===== config.mk =====
export PLATFORM = sky130hd
export DESIGN_NAME = dtt_top
export DESIGN_NICKNAME = d
export VERILOG_FILES = /design/src/rtl/dtt_pkg.sv /design/src/rtl/dtt_top.sv
export SDC_FILE = /design/constraint.sdc
export NUM_CORES = 1
export LEC_CHECK = 0
export BUFFER_PORTS_ARGS = -buffer_cell sky130_fd_sc_hd__buf_2
export CAP_MARGIN = 20
export CORE_AREA = 2 2 94 96
export CTS_CLUSTER_SIZE = 14
export DETAILED_ROUTE_END_ITERATION = 10
export DIE_AREA = 0 0 96 98
export MAX_ROUTING_LAYER = met4
export PLACE_DENSITY = 0.84
export SLEW_MARGIN = 20
export SYNTH_ARGS = -nofsm -noshare
export SYNTH_HDL_FRONTEND = slang
export SYNTH_SLANG_ARGS = --single-unit

===== constraint.sdc =====
create_clock -name aclk -period 2.1 [get_ports aclk]
set_input_delay 0.21 -clock aclk [delete_from_list [all_inputs] [get_ports aclk]]
set_output_delay 0.21 -clock aclk [all_outputs]
set_load 0.02 [all_outputs]

===== src/rtl/dtt_pkg.sv =====
// constants shared by the dual timebase capture timer
package dtt_pkg;
  localparam int          ADDR_W        = 8;
  localparam int          DATA_W        = 32;
  localparam int          PRESC_DIV_DEF = 32;
  // register indices; byte address is four times the index
  localparam logic [4:0]  IDX_TB2_CSR   = 5'h0C;
  localparam logic [4:0]  IDX_RELOAD    = 5'h0D;
  localparam logic [4:0]  IDX_C2_VALUE  = 5'h0E;
  localparam logic [4:0]  IDX_TB1_CSR   = 5'h0F;
  localparam logic [4:0]  IDX_CAPTURE   = 5'h10;
  // register select codes
  localparam logic [2:0]  SEL_NONE      = 3'h0;
  localparam logic [2:0]  SEL_TB2_CSR   = 3'h1;
  localparam logic [2:0]  SEL_RELOAD    = 3'h2;
  localparam logic [2:0]  SEL_C2_VALUE  = 3'h3;
  localparam logic [2:0]  SEL_TB1_CSR   = 3'h4;
  localparam logic [2:0]  SEL_CAPTURE   = 3'h5;
  // field positions in timebase2_ctrl_status
  localparam int          B_TB2_FLAG    = 0;
  localparam int          B_TB2_IE      = 1;
  // field positions in timebase1_capture_ctrl_status
  localparam int          B_TB1_FLAG    = 3;
  localparam int          B_TB1_IE      = 4;
  localparam int          B_PERIOD_SEL  = 5;
  localparam int          B_CAP_FLAG    = 6;
  localparam int          B_CAP_IE      = 7;
  // counter values and reset values
  localparam logic [7:0]  C1_TOP        = 8'hF9;
  localparam logic [7:0]  C2_TOP        = 8'hFF;
  localparam logic [7:0]  ZERO8         = 8'h00;
  localparam logic [7:0]  RELOAD_RST    = 8'h00;
  localparam logic [1:0]  RESP_OKAY     = 2'h0;
  localparam logic [1:0]  RESP_SLVERR   = 2'h2;
endpackage


===== src/rtl/dtt_top.sv =====
// dual timebase capture timer with axi4-lite register slave
// Operation
// - hidden counter one starts at zero, steps every 32 clocks, not software visible
// - counter one counts 00h to F9h then wraps; wrap is its overflow
// - timebase event every 8000 clocks, or 16000 with period select set
// - timebase-one event sets its flag; irq when its enable is set
// - reading first control/status register clears timebase-one flag
// - writes to timebase flag positions leave the flags unchanged
// - either edge on capture pin copies counter one into capture value
// - capture sets capture flag; irq when capture enable is set
// - reading capture register clears capture flag
// - while capture flag set, edges do not update capture register
// - writes to capture flag position do not alter it
// - counter two starts at reload value, steps every 32 clocks
// - counter two wraps from FFh to reload value; that is overflow
// - new reload value takes effect only at next counter two overflow
// - counter two live value readable through read-only register
// - counter two overflow sets timebase-two flag; irq if enabled; read clears
// - both counters stop in halt, run in slow, wait, active-halt
// - three events drive three separate interrupt lines
// - reload value read/write, resets to zero
//
// Implementation choices: the AXI4-Lite interface to the registers and the register offsets.
`timescale 1ns/10ps
module dtt_top #(
  parameter int PRESC_DIV = dtt_pkg::PRESC_DIV_DEF
) (
  input  wire logic                      aclk,
  input  wire logic                      aresetn,
  input  wire logic                      ce,
  input  wire logic                      halt_mode,
  input  wire logic                      capture_input_pin,
  input  wire logic [dtt_pkg::ADDR_W-1:0] s_axi_awaddr,
  input  wire logic                      s_axi_awvalid,
  output logic                           s_axi_awready,
  input  wire logic [dtt_pkg::DATA_W-1:0] s_axi_wdata,
  input  wire logic [3:0]                s_axi_wstrb,
  input  wire logic                      s_axi_wvalid,
  output logic                           s_axi_wready,
  output logic [1:0]                     s_axi_bresp,
  output logic                           s_axi_bvalid,
  input  wire logic                      s_axi_bready,
  input  wire logic [dtt_pkg::ADDR_W-1:0] s_axi_araddr,
  input  wire logic                      s_axi_arvalid,
  output logic                           s_axi_arready,
  output logic [dtt_pkg::DATA_W-1:0]     s_axi_rdata,
  output logic [1:0]                     s_axi_rresp,
  output logic                           s_axi_rvalid,
  input  wire logic                      s_axi_rready,
  output logic                           irq_timebase_one,
  output logic                           irq_timebase_two,
  output logic                           irq_capture
);
  import dtt_pkg::*;

  localparam int PW = $clog2(PRESC_DIV);
  localparam logic [PW-1:0] PRESC_MAX = PW'(PRESC_DIV - 1);

  function automatic logic [2:0] reg_sel(input logic [ADDR_W-1:0] a);
    logic [2:0] s;
    s = SEL_NONE;
    if (a[1:0] == 2'h0) begin
      case (a[6:2])
        IDX_TB2_CSR:  s = SEL_TB2_CSR;
        IDX_RELOAD:   s = SEL_RELOAD;
        IDX_C2_VALUE: s = SEL_C2_VALUE;
        IDX_TB1_CSR:  s = SEL_TB1_CSR;
        IDX_CAPTURE:  s = SEL_CAPTURE;
        default:      s = SEL_NONE;
      endcase
    end
    if (a[ADDR_W-1] != 1'b0) begin
      s = SEL_NONE;
    end
    return s;
  endfunction

  logic [PW-1:0]     presc_ff;
  logic [7:0]        c1_ff;
  logic              half_ff;
  logic [7:0]        c2_ff;
  logic [7:0]        reload_ff;
  logic              tb1_flag_ff;
  logic              tb1_ie_ff;
  logic              period_sel_ff;
  logic              tb2_flag_ff;
  logic              tb2_ie_ff;
  logic              cap_flag_ff;
  logic              cap_ie_ff;
  logic [7:0]        cap_value_ff;
  logic              pin_s1_ff;
  logic              pin_s2_ff;
  logic              pin_prev_ff;
  logic              aw_got_ff;
  logic [ADDR_W-1:0] awaddr_ff;
  logic              w_got_ff;
  logic [7:0]        wdata_ff;
  logic              wstrb0_ff;
  logic              bvalid_ff;
  logic [1:0]        bresp_ff;
  logic              rvalid_ff;
  logic [DATA_W-1:0] rdata_ff;
  logic [1:0]        rresp_ff;

  logic       tick;
  logic       c1_ovf;
  logic       tb1_evt;
  logic       c2_ovf;
  logic       cap_edge;
  logic       cap_evt;
  logic       aw_hs;
  logic       w_hs;
  logic       ar_hs;
  logic       do_wr;
  logic [2:0] wsel;
  logic [2:0] rsel;
  logic       rd_tb1_csr;
  logic       rd_tb2_csr;
  logic       rd_capture;
  logic [7:0] rbyte;

  // halt freezes only the divided clock; slow, wait and active-halt do not reach here
  assign tick     = ce && !halt_mode && (presc_ff == PRESC_MAX);
  assign c1_ovf   = tick && (c1_ff == C1_TOP);
  assign tb1_evt  = c1_ovf && (!period_sel_ff || half_ff);
  assign c2_ovf   = tick && (c2_ff == C2_TOP);
  assign cap_edge = pin_s2_ff ^ pin_prev_ff;
  assign cap_evt  = ce && cap_edge && !cap_flag_ff;

  always_ff @(posedge aclk) begin
    if (!aresetn) begin
      presc_ff <= '0;
    end else if (ce && !halt_mode) begin
      presc_ff <= (presc_ff == PRESC_MAX) ? '0 : presc_ff + 1'b1;
    end
  end

  always_ff @(posedge aclk) begin
    if (!aresetn) begin
      c1_ff <= ZERO8;
    end else if (tick) begin
      c1_ff <= (c1_ff == C1_TOP) ? ZERO8 : c1_ff + 8'h01;
    end
  end

  // second overflow marks the event when the doubled period is chosen
  always_ff @(posedge aclk) begin
    if (!aresetn) begin
      half_ff <= 1'b0;
    end else if (ce && !period_sel_ff) begin
      half_ff <= 1'b0;
    end else if (c1_ovf) begin
      half_ff <= !half_ff;
    end
  end

  // reload only sampled at the wrap, so a write mid-period waits for it
  always_ff @(posedge aclk) begin
    if (!aresetn) begin
      c2_ff <= RELOAD_RST;
    end else if (tick) begin
      c2_ff <= (c2_ff == C2_TOP) ? reload_ff : c2_ff + 8'h01;
    end
  end

  always_ff @(posedge aclk) begin
    if (!aresetn) begin
      pin_s1_ff   <= capture_input_pin;
      pin_s2_ff   <= pin_s1_ff;
      pin_prev_ff <= pin_s2_ff; // follows the pin so release brings no false edge
    end else if (ce) begin
      pin_s1_ff   <= capture_input_pin;
      pin_s2_ff   <= pin_s1_ff;
      pin_prev_ff <= pin_s2_ff;
    end
  end

  always_ff @(posedge aclk) begin
    if (!aresetn) begin
      cap_value_ff <= ZERO8;
    end else if (cap_evt) begin
      cap_value_ff <= c1_ff;
    end
  end

  // bus side
  assign aw_hs = s_axi_awvalid && s_axi_awready;
  assign w_hs  = s_axi_wvalid && s_axi_wready;
  assign ar_hs = s_axi_arvalid && s_axi_arready;
  assign do_wr = aw_got_ff && w_got_ff && !bvalid_ff;
  assign wsel  = reg_sel(awaddr_ff);
  assign rsel  = reg_sel(s_axi_araddr);

  assign rd_tb1_csr = ar_hs && (rsel == SEL_TB1_CSR);
  assign rd_tb2_csr = ar_hs && (rsel == SEL_TB2_CSR);
  assign rd_capture = ar_hs && (rsel == SEL_CAPTURE);

  assign s_axi_awready = !aw_got_ff && !bvalid_ff;
  assign s_axi_wready  = !w_got_ff && !bvalid_ff;
  assign s_axi_arready = !rvalid_ff;
  assign s_axi_bvalid  = bvalid_ff;
  assign s_axi_bresp   = bresp_ff;
  assign s_axi_rvalid  = rvalid_ff;
  assign s_axi_rdata   = rdata_ff;
  assign s_axi_rresp   = rresp_ff;

  always_ff @(posedge aclk) begin
    if (!aresetn) begin
      aw_got_ff <= 1'b0;
      awaddr_ff <= '0;
    end else if (aw_hs) begin
      aw_got_ff <= 1'b1;
      awaddr_ff <= s_axi_awaddr;
    end else if (do_wr) begin
      aw_got_ff <= 1'b0;
    end
  end

  always_ff @(posedge aclk) begin
    if (!aresetn) begin
      w_got_ff  <= 1'b0;
      wdata_ff  <= ZERO8;
      wstrb0_ff <= 1'b0;
    end else if (w_hs) begin
      w_got_ff  <= 1'b1;
      wdata_ff  <= s_axi_wdata[7:0];
      wstrb0_ff <= s_axi_wstrb[0];
    end else if (do_wr) begin
      w_got_ff <= 1'b0;
    end
  end

  always_ff @(posedge aclk) begin
    if (!aresetn) begin
      bvalid_ff <= 1'b0;
      bresp_ff  <= RESP_OKAY;
    end else if (do_wr) begin
      bvalid_ff <= 1'b1;
      bresp_ff  <= (wsel == SEL_NONE) ? RESP_SLVERR : RESP_OKAY;
    end else if (s_axi_bready) begin
      bvalid_ff <= 1'b0;
    end
  end

  // flag bits are not in any write path
  always_ff @(posedge aclk) begin
    if (!aresetn) begin
      reload_ff     <= RELOAD_RST;
      tb2_ie_ff     <= 1'b0;
      tb1_ie_ff     <= 1'b0;
      period_sel_ff <= 1'b0;
      cap_ie_ff     <= 1'b0;
    end else if (do_wr && wstrb0_ff) begin
      case (wsel)
        SEL_RELOAD:  reload_ff <= wdata_ff;
        SEL_TB2_CSR: tb2_ie_ff <= wdata_ff[B_TB2_IE];
        SEL_TB1_CSR: begin
          tb1_ie_ff     <= wdata_ff[B_TB1_IE];
          period_sel_ff <= wdata_ff[B_PERIOD_SEL];
          cap_ie_ff     <= wdata_ff[B_CAP_IE];
        end
        default: ;
      endcase
    end
  end

  always_ff @(posedge aclk) begin
    if (!aresetn) begin
      tb1_flag_ff <= 1'b0;
    end else if (tb1_evt) begin
      tb1_flag_ff <= 1'b1;
    end else if (rd_tb1_csr) begin
      tb1_flag_ff <= 1'b0;
    end
  end

  always_ff @(posedge aclk) begin
    if (!aresetn) begin
      tb2_flag_ff <= 1'b0;
    end else if (c2_ovf) begin
      tb2_flag_ff <= 1'b1;
    end else if (rd_tb2_csr) begin
      tb2_flag_ff <= 1'b0;
    end
  end

  // reset value is defined here, yet software still clears it by a read
  always_ff @(posedge aclk) begin
    if (!aresetn) begin
      cap_flag_ff <= 1'b0;
    end else if (cap_evt) begin
      cap_flag_ff <= 1'b1;
    end else if (rd_capture) begin
      cap_flag_ff <= 1'b0;
    end
  end

  always_comb begin
    case (rsel)
      SEL_TB2_CSR: begin
        rbyte = ZERO8;
        rbyte[B_TB2_FLAG] = tb2_flag_ff;
        rbyte[B_TB2_IE]   = tb2_ie_ff;
      end
      SEL_RELOAD:   rbyte = reload_ff;
      SEL_C2_VALUE: rbyte = c2_ff;
      SEL_TB1_CSR: begin
        rbyte = ZERO8;
        rbyte[B_TB1_FLAG]   = tb1_flag_ff;
        rbyte[B_TB1_IE]     = tb1_ie_ff;
        rbyte[B_PERIOD_SEL] = period_sel_ff;
        rbyte[B_CAP_FLAG]   = cap_flag_ff;
        rbyte[B_CAP_IE]     = cap_ie_ff;
      end
      SEL_CAPTURE:  rbyte = cap_value_ff;
      default:      rbyte = ZERO8;
    endcase
  end

  always_ff @(posedge aclk) begin
    if (!aresetn) begin
      rvalid_ff <= 1'b0;
      rdata_ff  <= '0;
      rresp_ff  <= RESP_OKAY;
    end else if (ar_hs) begin
      rvalid_ff <= 1'b1;
      rdata_ff  <= {{(DATA_W-8){1'b0}}, rbyte};
      rresp_ff  <= (rsel == SEL_NONE) ? RESP_SLVERR : RESP_OKAY;
    end else if (s_axi_rready) begin
      rvalid_ff <= 1'b0;
    end
  end

  assign irq_timebase_one = tb1_flag_ff && tb1_ie_ff;
  assign irq_timebase_two = tb2_flag_ff && tb2_ie_ff;
  assign irq_capture      = cap_flag_ff && cap_ie_ff;
endmodule // dtt_top


==> out/results.ini <==
[yosys]
ys_types = 49
yosysSeqAreaShare_pct = 41.6
async_reset_ff_share_pct = 0
synth.ff_latch_count = 79
synth_cells = 463
syn_avg_cell_area_um2 = 8.36
synth_area_mm2 = 0.00387
yosysTopAreaCell = dfxtp_1
yosysMostFrequentCell = dfxtp_1
synth_edf_count = 3
synthTopCellsByArea = dfxtp_1 (39%), nand2_1 (7.1%), mux2i_1 (5.9%)
synthTopCellsByCount = dfxtp_1 (76), nand2_1 (73), a21oi_1 (40), nor2_1 (32), buf_4 (26)
synth_ff_type = dfxtp_1
ys_warn_count = 0
synth_top_area_share_pct = 39.3

[cells_and_area]
finish.instance_area_mm2 = 0.00436
fillers = 781
fin_nets = 579
final_util_pct = 51.5
fin_cells = 625
diodes = 0
drive_above_1_share_pct = 17.0
areaGrowthSynthToFinish_pct = 12.6

[global_routing]
grt-ovfl-total = 0
grt_pass1_wl_um = 14000
grt_pass1_vias = 2994
antenna_found_initial = 0
grt_usage_pct = 19.5
grt_max_degree = 51

[floorplan]
rows = 34
initial_utilization_pct = 45.7
die_w_um = 96
core_area_mm2 = 0.00847
boundaryPins = 106
dieArea_mm2 = 0.00941
die_y_um = 98

[clock_network]
clock_latency_ns = 0.36
numCtsBuffers = 9
cts-root-buf = clkbuf_8
cts_sinks = 79
hold_buffers = 0
cts.path.max_buffers = 2
cts_tree = yes
clkTransAtPathRegs_ns = 0.08
h-tree-depth = 3

[place]
gp_congestion = 0.892
place_inst = 608
dp_hpwl_um = 6310
placed_area_mm2 = 0.00414
portBuffers = 52
pre_cts_slack_ns = 0.0928

[run_status]
status = complete, no violations

[timing]
whs_ns = 0.0263
skew_ns = 0.00671
fin_ws_ns = 0.158
relSlewSlack_pct = 55.9
setup_tns_ns = 0
drv_slew = 0
min_period_over_period_pct = 92.5
setup_viol_count_final = 0
fmax_mhz = 515
fin_crit_ns = 1.94
finalHoldViolations = 0
grt_setup_unrepaired = false
max_slew.worst_pin.slew_ns = 0.662

[pwr]
ir_worst_vdd_v = 0.000464
p_comb_share_pct = 9.6
switchingPower_mw = 0.776
power_density_mw_per_mm2 = 690
p_clk_share_pct = 37.9
intPower_mw = 2.23
swShare_pct = 25.8
p_leak_nw = 1.66
p_seq_share_pct = 52.5
finalPower_mw = 3.01

[setup_path]
cp-start-kind = register
crit_fanout = 11
reg2reg_depth = 7
worstSetupPathType = reg2reg
crit_arrival_ns = 2.20
critPathLaunch = presc_ff[0]
cp.required_ns = 2.36
r2r-start = presc_ff[0]
endpoint_kind = register

[route]
vias = 3330
routed_wl_um = 8540
drt_pre_antenna_iters = 4
wl_per_cell_um = 13.7
drc = 0
vias_per_cell = 5.33
drtIter0Drc = 252
detail-route-antenna-nets = 0

[worst_hold_path]
holdCritStartpoint = capture_input_pin
whs_path_depth = 1
hold_class = in2reg

[job]
maxCapViolations = 0

[sequential cells by signal, indices dropped and copies added, names as in the netlist, 5 cells and up]
signal,flops
awaddr_ff,8
c1_ff,8
c2_ff,8
cap_value_ff,8
reload_ff,8
s_axi_rdata,8
wdata_ff,8
presc_ff,5
[cell type report]
class / count / area (um^2) / area share, %
Multi-Input combinational cell: 340 / 2000 / 45.8
Clock inverter: 4 / 53.8 / 1.23
Clock buffer: 12 / 145 / 3.33
Tap cell: 108 / 135 / 3.10
Sequential cell: 79 / 1610 / 37.0
Inverter: 19 / 71.3 / 1.64
Timing Repair Buffer: 63 / 343 / 7.86
[final timing paths]
| path | to | slack [ns] |
|---|---|---|
| worst max-delay path | c2_ff[7] | 0.16 |
| worst max register to register | c2_ff[7] | 0.16 |
| worst min register to register | pin_s2_ff | 0.43 |
| worst min-delay path | pin_s1_ff | 0.03 |
[layer usage]
layer	share of wire (%)	routed length [um]	GRT usage, %	vias up
li1	-	-	-	1663
met1	44	3770	24.6	1533
met2	47	4030	29.9	116
met3	6.4	547	4.78	18
met4	2.2	191	7.69	0
met5	0	0	-	-
[cells by family after synthesis]
group           Yosys count  synth area share (%)
compound gates          105                  17.5
xor+xnor                 13                  2.94
fa+ha+maj                 5                  1.62
buf+inv                  69                  9.38
flops                    79                  41.6
mux                      23                  5.95
other cells               1                0.0969
simple gates            168                  20.9
[power by group through the flow]
stage                     clock [mW]  combinational (mW)  sequential, mW
after floorplan                    0               0.241            1.61
after global placement             0               0.283            1.61
after CTS                       1.16               0.290            1.58
after global routing            1.22               0.324            1.58
after detailed placement           0               0.290            1.61
final                           1.14               0.289            1.58
[placed cells by master (no fill, tap or decap), types with 5 or more instances in the layout]
cell type | Yosys | routed
dfxtp_1 | 76 | 74
and2_1 | 7 | 7
buf_2 | 5 | 52
nor3_1 | 9 | 8
o21ai_0 | 15 | 15
a221oi_1 | 7 | 7
inv_1 | 19 | 19
xnor2_1 | 9 | 9
clkbuf_8 | 0 | 10
nand2b_1 | 11 | 11
a211oi_1 | 10 | 10
nand3_1 | 5 | 5
nand4_1 | 9 | 9
buf_4 | 26 | 11
conb_1 | 1 | 26
a21oi_1 | 40 | 40
nand2_1 | 73 | 73
a222oi_1 | 5 | 5
o21ai_1 | 9 | 9
nor2_1 | 32 | 32
mux2i_1 | 23 | 23
[critical path, stage by stage, from the launching register on]
cell	delay [ns]
dfxtp_2	0.37
ha_1	0.19
and3_1	0.17
ha_2	0.23
nand3b_1	0.13
buf_4	0.20
o31a_1	0.30
a311oi_1	0.26
[timing repair]
item                       4_1_cts  5_1_grt
setup endpoints to repair        0       15
resized for setup                0        4
setup buffers                    0        1
(Power assumes the default switching activity.)
